==> src/include/dij_pkg.sv <==
// Constants shared by the decrement, increment and jump execute block
package dij_pkg;
    // ==========================================================
    // Widths
    localparam int INSTR_W = 14;
    localparam int DATA_W = 8;
    localparam int FADDR_W = 7;
    localparam int PC_W = 13;
    localparam int JADDR_W = 11;
    localparam int BUS_AW = 12;
    localparam int BUS_DW = 32;

    // ==========================================================
    // Opcode fields
    localparam int OP6_HI = 13;
    localparam int OP6_LO = 8;
    localparam logic [5:0] OP_DECREMENT_FILE_SKIP_ZERO = 6'h0b;
    localparam logic [5:0] OP_INCREMENT_FILE = 6'h0a;
    localparam int OP3_LO = 11;
    localparam logic [2:0] OP_ABSOLUTE_JUMP = 3'h5;
    localparam int DEST_BIT = 7;
    localparam int LATCH_PC_HI = 4;
    localparam int LATCH_PC_LO = 3;

    // ==========================================================
    // Register byte addresses
    localparam logic [11:0] ADR_CTRL = 12'h000;
    localparam logic [11:0] ADR_LATCH = 12'h004;
    localparam logic [11:0] ADR_WREG = 12'h008;
    localparam logic [11:0] ADR_STATUS = 12'h00c;
    localparam logic [11:0] ADR_PC = 12'h010;
    localparam logic [11:0] ADR_FILE_BASE = 12'h200;
    localparam int FILE_SEL_HI = 11;
    localparam int FILE_SEL_LO = 9;
    localparam logic [2:0] FILE_SEL = 3'h1;
    localparam int FILE_IDX_LO = 2;

    // ==========================================================
    // Field positions and reset values
    localparam int CTRL_RUN_BIT = 0;
    localparam int STATUS_ZERO_BIT = 0;
    localparam logic [12:0] PC_RST = 13'h0000;
    localparam logic [7:0] LATCH_RST = 8'h00;
    localparam logic [7:0] WREG_RST = 8'h00;
    localparam logic [13:0] INSTR_RST = 14'h0000;
    localparam logic [7:0] ONE = 8'h01;
    localparam logic [7:0] ZERO = 8'h00;
endpackage : dij_pkg

==> src/include/dij_dec_if.sv <==
// Decoded instruction fields passed from the decoder to the core
`timescale 1ns/100ps
interface dij_dec_if;
    import dij_pkg::*;
    logic [INSTR_W-1:0] instr;
    logic is_dec;
    logic is_inc;
    logic is_jump;
    logic dest;
    logic [FADDR_W-1:0] faddr;
    logic [JADDR_W-1:0] jaddr;
    modport dec (input instr, output is_dec, is_inc, is_jump, dest, faddr, jaddr);
    modport core (output instr, input is_dec, is_inc, is_jump, dest, faddr, jaddr);
endinterface : dij_dec_if

==> src/rtl/dij_decoder.sv <==
// Opcode decoder for the three executed instructions
`timescale 1ns/100ps
module dij_decoder
    import dij_pkg::*;
(
    dij_dec_if.dec dbus // Instruction in, decoded fields out
);
    assign dbus.is_dec = (dbus.instr[OP6_HI:OP6_LO] == OP_DECREMENT_FILE_SKIP_ZERO);
    assign dbus.is_inc = (dbus.instr[OP6_HI:OP6_LO] == OP_INCREMENT_FILE);
    assign dbus.is_jump = (dbus.instr[OP6_HI:OP3_LO] == OP_ABSOLUTE_JUMP);
    assign dbus.dest = dbus.instr[DEST_BIT];
    assign dbus.faddr = dbus.instr[FADDR_W-1:0];
    assign dbus.jaddr = dbus.instr[JADDR_W-1:0];
endmodule : dij_decoder

==> src/rtl/dij_core.sv <==
// Fetch and execute core with Avalon-MM register access
//
// The placing of the registers and the Avalon-MM interface to the registers were left to the implementer.
`timescale 1ns/100ps

// Behaviour
// - Decrement-and-skip reads the file register named by the low 7 bits, subtracts one, no flag moves.
// - For decrement-and-skip and increment, destination bit 0 writes W and 1 writes the file register.
// - A zero decrement result skips the next instruction, otherwise execution runs on in sequence.
// - A taken skip turns the prefetched word into a no-operation, costing one extra cycle.
// - Increment adds one to the file register in one cycle and sets zero only for a zero result.
// - The jump loads its 11-bit immediate into program counter bits 10 to 0.
// - The jump fills program counter bits 12 and 11 from latch-high bits 4 and 3.
// - The jump is always taken and leaves every status flag unchanged.
// - The jump takes two cycles because the prefetched word is flushed.
module dij_core
    import dij_pkg::*;
(
    input wire logic clock, // 25 MHz clock
    input wire logic rst, // Synchronous reset, high
    input wire logic [BUS_AW-1:0] avs_address, // Byte address
    input wire logic avs_read, // Read request
    input wire logic avs_write, // Write request
    input wire logic [BUS_DW-1:0] avs_writedata, // Write data
    output logic [BUS_DW-1:0] avs_readdata, // Read data
    output logic avs_waitrequest, // Stall
    output logic [PC_W-1:0] prog_addr, // Fetch address
    input wire logic [INSTR_W-1:0] prog_data // Word at fetch address
);
    // ==========================================================
    // State
    logic run_r;
    logic [DATA_W-1:0] latch_r;
    logic [DATA_W-1:0] w_r;
    logic zero_r;
    logic [PC_W-1:0] pc_r;
    logic [INSTR_W-1:0] ir_r;
    logic ir_valid_r;
    logic rd_done_r;
    logic [DATA_W-1:0] file_mem [0:(1<<FADDR_W)-1];

    dij_dec_if dbus ();
    dij_decoder u_dec (
        .dbus(dbus.dec)
    );
    assign dbus.instr = ir_r;

    // ==========================================================
    // Execute
    logic exec;
    logic [DATA_W-1:0] f_val;
    logic [DATA_W-1:0] dec_res;
    logic [DATA_W-1:0] inc_res;
    logic [DATA_W-1:0] result;
    logic core_w_we;
    logic core_f_we;
    logic core_z_we;
    logic skip;
    logic exec_jump;
    logic [PC_W-1:0] jump_target;

    assign exec = run_r & ir_valid_r;
    assign f_val = file_mem[dbus.faddr];
    assign dec_res = f_val - ONE;
    assign inc_res = f_val + ONE;
    assign result = dbus.is_dec ? dec_res : inc_res;
    assign core_w_we = exec & (dbus.is_dec | dbus.is_inc) & ~dbus.dest;
    assign core_f_we = exec & (dbus.is_dec | dbus.is_inc) & dbus.dest;
    assign core_z_we = exec & dbus.is_inc;
    assign skip = exec & dbus.is_dec & (dec_res == ZERO);
    assign exec_jump = exec & dbus.is_jump;
    assign jump_target = {latch_r[LATCH_PC_HI:LATCH_PC_LO], dbus.jaddr};

    // ==========================================================
    // Bus decode
    logic sel_ctrl;
    logic sel_latch;
    logic sel_w;
    logic sel_st;
    logic sel_pc;
    logic sel_file;
    logic wr_conflict;
    logic sw_wr_ok;
    logic sw_st_we;
    logic sw_pc_we;
    logic [FADDR_W-1:0] sw_idx;

    assign sel_ctrl = (avs_address == ADR_CTRL);
    assign sel_latch = (avs_address == ADR_LATCH);
    assign sel_w = (avs_address == ADR_WREG);
    assign sel_st = (avs_address == ADR_STATUS);
    assign sel_pc = (avs_address == ADR_PC);
    assign sel_file = (avs_address[FILE_SEL_HI:FILE_SEL_LO] == FILE_SEL)
        & (avs_address[1:0] == 2'h0);
    assign sw_idx = avs_address[FILE_IDX_LO+FADDR_W-1:FILE_IDX_LO];
    // Software write waits while the core updates the same target
    assign wr_conflict = avs_write & ((sel_w & core_w_we) | (sel_file & core_f_we)
        | (sel_st & core_z_we) | (sel_pc & run_r));
    assign sw_wr_ok = avs_write & ~wr_conflict;
    assign sw_st_we = sw_wr_ok & sel_st;
    assign sw_pc_we = sw_wr_ok & sel_pc;
    assign avs_waitrequest = (avs_read & ~rd_done_r) | wr_conflict;
    assign prog_addr = pc_r;

    // ==========================================================
    // Control registers
    always_ff @(posedge clock)
    begin
        if (rst)
        begin
            run_r <= 1'b0;
            latch_r <= LATCH_RST;
        end
        else
        begin
            if (sw_wr_ok & sel_ctrl)
                run_r <= avs_writedata[CTRL_RUN_BIT];
            if (sw_wr_ok & sel_latch)
                latch_r <= avs_writedata[DATA_W-1:0];
        end
    end

    // Working accumulator
    always_ff @(posedge clock)
    begin
        if (rst)
            w_r <= WREG_RST;
        else if (core_w_we)
            w_r <= result;
        else if (sw_wr_ok & sel_w)
            w_r <= avs_writedata[DATA_W-1:0];
    end

    // Zero flag
    always_ff @(posedge clock)
    begin
        if (rst)
            zero_r <= 1'b0;
        else if (core_z_we)
            zero_r <= (inc_res == ZERO);
        else if (sw_st_we)
            zero_r <= avs_writedata[STATUS_ZERO_BIT];
    end

    // File registers
    always_ff @(posedge clock)
    begin
        if (core_f_we)
            file_mem[dbus.faddr] <= result;
        else if (sw_wr_ok & sel_file)
            file_mem[sw_idx] <= avs_writedata[DATA_W-1:0];
    end

    // Program counter
    always_ff @(posedge clock)
    begin
        if (rst)
            pc_r <= PC_RST;
        else if (sw_pc_we)
            pc_r <= avs_writedata[PC_W-1:0];
        else if (run_r)
        begin
            if (exec_jump)
                pc_r <= jump_target;
            else
                pc_r <= pc_r + 13'h0001;
        end
    end

    always_ff @(posedge clock)
    begin
        if (rst)
        begin
            ir_r <= INSTR_RST;
            ir_valid_r <= 1'b0;
        end
        else if (sw_pc_we)
            ir_valid_r <= 1'b0;
        else if (run_r)
        begin
            ir_r <= prog_data;
            ir_valid_r <= ~(exec_jump | skip);
        end
    end

    // Read path, one wait state
    always_ff @(posedge clock)
    begin
        if (rst)
        begin
            rd_done_r <= 1'b0;
            avs_readdata <= 32'h00000000;
        end
        else
        begin
            rd_done_r <= avs_read & ~rd_done_r;
            if (avs_read & ~rd_done_r)
            begin
                avs_readdata <= 32'h00000000;
                if (sel_ctrl)
                    avs_readdata[CTRL_RUN_BIT] <= run_r;
                else if (sel_latch)
                    avs_readdata[DATA_W-1:0] <= latch_r;
                else if (sel_w)
                    avs_readdata[DATA_W-1:0] <= w_r;
                else if (sel_st)
                    avs_readdata[STATUS_ZERO_BIT] <= zero_r;
                else if (sel_pc)
                    avs_readdata[PC_W-1:0] <= pc_r;
                else if (sel_file)
                    avs_readdata[DATA_W-1:0] <= file_mem[sw_idx];
            end
        end
    end
endmodule : dij_core

==> config.mk <==
export PLATFORM = sky130hd
export DESIGN_NAME = dij_core
export DESIGN_NICKNAME = d
export VERILOG_FILES = /design/src/include/dij_pkg.sv /design/src/include/dij_dec_if.sv /design/src/rtl/dij_decoder.sv /design/src/rtl/dij_core.sv
export SDC_FILE = /design/constraint.sdc
export NUM_CORES = 2
export LEC_CHECK = 0
export ABC_AREA = 1
export BUFFER_PORTS_ARGS = -buffer_cell sky130_fd_sc_hd__buf_4
export CAP_MARGIN = 5
export CELL_PAD_IN_SITES_DETAIL_PLACEMENT = 1
export CELL_PAD_IN_SITES_GLOBAL_PLACEMENT = 2
export CORE_ASPECT_RATIO = 1.5
export CORE_MARGIN = 3
export CORE_UTILIZATION = 44
export CTS_BUF_LIST = sky130_fd_sc_hd__clkbuf_16
export CTS_CLUSTER_SIZE = 16
export DETAILED_ROUTE_END_ITERATION = 12
export PLACE_DENSITY = 0.93
export SYNTH_ARGS = -nofsm -noshare
export SYNTH_HDL_FRONTEND = slang
export SYNTH_SLANG_ARGS = --single-unit
==> constraint.sdc <==
create_clock -name clock -period 21.1 [get_ports clock]
set_clock_uncertainty 0.1 [all_clocks]
set_input_delay 2.11 -clock clock [delete_from_list [all_inputs] [get_ports clock]]
set_output_delay 2.11 -clock clock [all_outputs]
set_load 0.03 [all_outputs]
==> summary.txt <==
status = finished clean
Area Growth Syn to Fin = 9.67%
I/O Buffers = 69
Initial Utilization = 44.5%
Antenna Nets Post-Route = 0
worst slew pin tran = 1350 ps
io pins = 108
Main synth FF type = edfxtp_1
Post-CTS Setup Inserts = 0
crit start category = flip-flop
Post-DP Area = 54800 sq um
worst path cell trace = inv_16, buf_4, buf_4, buf_4, nand2_1, nand3_1, nand3_1, nand3_1, nand2_1, o21ai_1, nand2_1, nand2_1, nand2_1, nand2_1, ha_1, nand2_1, nor2_1, nand2_1, nand2_1, nand2_1, nand2_1, nand3_1, nand2_4, buf_4
crit-path max cell delay = 850 ps
Placer Congestion = 0.962
final instance area = 58400 sq um
fin crit period = 7990 ps
synth cell count leaders = nand2_1, edfxtp_1, nand3_1, nor2_1, a22oi_1
CTS tree = built
Slowest-stage cell, CP = buf_4
RSZ-0062 raised after global routing = no
Worst-Skew Late Latency = 740 ps
NumNets Final = 5515
Slew HR = 9.71%
CTS H-tree lvls = 3
Max FO, Critical Path = 191
final setup TNS = 0 ps
largest net degree at the start of global routing = 192
final WL = 211000 um
Sink Count = 1091
gr usage total = 32.9%
final setup fails = 0
achievable frequency = 125 MHz
layout cell share with drive strength beyond 1 = 7.34%
TritonRoute pass-1 iters = 5
clk buf depth = 3
Final Max Tran Viols = 0
pwr dens = 78.5 nW/um^2
Synth top area share = 57.8%
row count = 155
critical path buffer and inverter count = 5
HP Class = flip-flop to flip-flop
FF+latch count, synth = 1091
Post-synth EDFFs = 1024
full die area = 125000 sq um
RR Endpoint = file_mem[80][6]
Most common cell on crit path = nand2_1
hold_sp = avs_readdata[9]
CP arrival = 8280 ps
dpl ws = 13020 ps
initial antenna violation count = 4
first-pass GRT wire length = 308000 um
WP data required = 21390 ps
drt wl/cell = 29.8 um
# hold bufs at CTS = 0
Hold Path Stages = 2
CP Capture Type = flip-flop
reg2reg path depth = 24
First DRT Iteration DRCs = 5400
Die H = 432 um
grt ovf = 0
drt drc = 0
top-count cell post-synth = nand2_1
met3 WL = 19200 um
Die Wd = 290 um
Worst Setup Path Type = flip-flop to flip-flop
final cycle utilization of the critical path = 37.9%
hpwl dp = 128000 um
via/cell ratio = 6.47
vias in the first global route = 46800
Peak VDD IR = 0.0794 mV
Distinct cells, synth = 62
Crit path max-delay family = buffers and inverters
Num CTS Buffers = 101
syn_area_per_cell = 9.51 sq um
CTS-repair resized insts = 0
top cells by area, synth = edfxtp_1, nand2_1, nand3_1, a22oi_1, dfxtp_1
vias = 46000
YS warnings = 0
Leak = 0.0203 uW
Post-synth ARST share = 0%
Met2 Wirelength = 100000 um
R2R Setup Slk = 13110 ps
clk slew on worst S/H paths = 60 ps
metal1 wirelength = 76000 um
max cap viols = 0
Post-Synthesis Cells = 5594
Hold Path Sink = avs_readdata[9]
DR top layer = met5
mapped cell area = 53200 sq um
largest area contributor in the netlist = edfxtp_1
total core area = 119000 sq um
Root Buffer = clkbuf_16
PnR worst setup slack = 13110 ps
Fin. Hold Viols = 0
Seq/Total Area, Yosys = 60.3%
==> per-layer routing <==
metal / GRT usage, % / vias up
li1: - / 19600
met3: 5.79 / 728
met4: 21.8 / 4
met1: 39.9 / 23100
met2: 53.9 / 2607
met5: 0 / -
==> placed cells by master (no fill, tap or decap), types with 4 or more instances in the layout <==
cell        instances
a211oi_1           11
a21oi_1           130
a221oi_1           33
a22o_1              7
a22oi_1           228
a31oi_1            17
a41oi_1            19
buf_4             151
bufinv_16          20
clkbuf_16         105
clkinv_1           26
clkinv_2           17
clkinvlp_4         10
conb_1             19
dfxtp_1            63
dfxtp_4             4
edfxtp_1         1024
ha_1                5
inv_1             113
inv_2              16
inv_6               4
nand2_1          1783
nand2_2            20
nand2_4             4
nand3_1           972
nand3b_1            9
nand4_1           122
nand4_2             6
nor2_1            265
nor2_2              6
nor2_4             10
nor3_1              6
o2111ai_1           7
o211ai_1           40
o21ai_0           150
o21ai_4             8
o22ai_1            38
o2bb2ai_1           4
o31ai_1             7
xor2_1              6
==> how the worst max path moves through the flow <==
stage | startpoint | to | slack (ps) | depth (start not counted)
2_1_floorplan | avs_address[2] | file_mem[0][3] | 11250 | 13
4_1_cts | flip-flop | file_mem[80][6] | 13260 | 24
3_5_place_dp | avs_address[4] | file_mem[104][1] | 13020 | 16
5_1_grt | flip-flop | file_mem[80][6] | 12750 | 24
6_report | flip-flop | file_mem[80][6] | 13110 | 24
3_3_place_gp | avs_address[4] | file_mem[105][1] | 13110 | 16
==> cells by family after synthesis <==
logic type / after synthesis / share of synthesized area, %
compound gates: 721 / 8.97
flops: 1091 / 60.3
other cells: 1 / 0.00705
fa+ha+maj: 5 / 0.118
xor+xnor: 7 / 0.115
simple gates: 3218 / 26.1
buf+inv: 551 / 4.35
==> flip-flops by register name, indices dropped and copies added, names as in the netlist, named ones only <==
name,flops
prog_addr,13
zero_r,1
rd_done_r,1
file_mem,1024
latch_r,8
dbus.instr,14
run_r,1
ir_valid_r,1
w_r,8
avs_readdata,13
==> metrics by stage <==
stage,hold WS [ps],utilization [%],total power [uW],instances
after CTS,371,48.8,4580,7104
after floorplan,340,-,2500,5612
after detailed placement,358,45.9,2600,6915
final,370,48.9,4580,7107
after global routing,401,48.8,4670,7104
after global placement,350,45.9,2600,6915
==> tightest hold or removal path, stage by stage, from the launching register on <==
cell and delay, ps:
dfxtp_1 310, nand2_1 60, a21oi_1 50
==> area by class of cell <==
class | instances | area (sq um)
fillers | 13500 | 61100
flip-flops and latches | 1091 | 32100
multi-input cells | 3970 | 19000
clock buffers | 105 | 2630
well taps | 1570 | 1960
repair buffers | 154 | 1190
clock inverters | 84 | 942
inverters | 130 | 526
diodes | 3 | 7.51
==> power by group <==
part	total [uW]	switching [uW]	internal, uW
clock network	2020	868	1150
logic	222	172	50.3
registers	2340	0.237	2340
total	4580	1040	3540
Power figures use the tool's default switching activity.
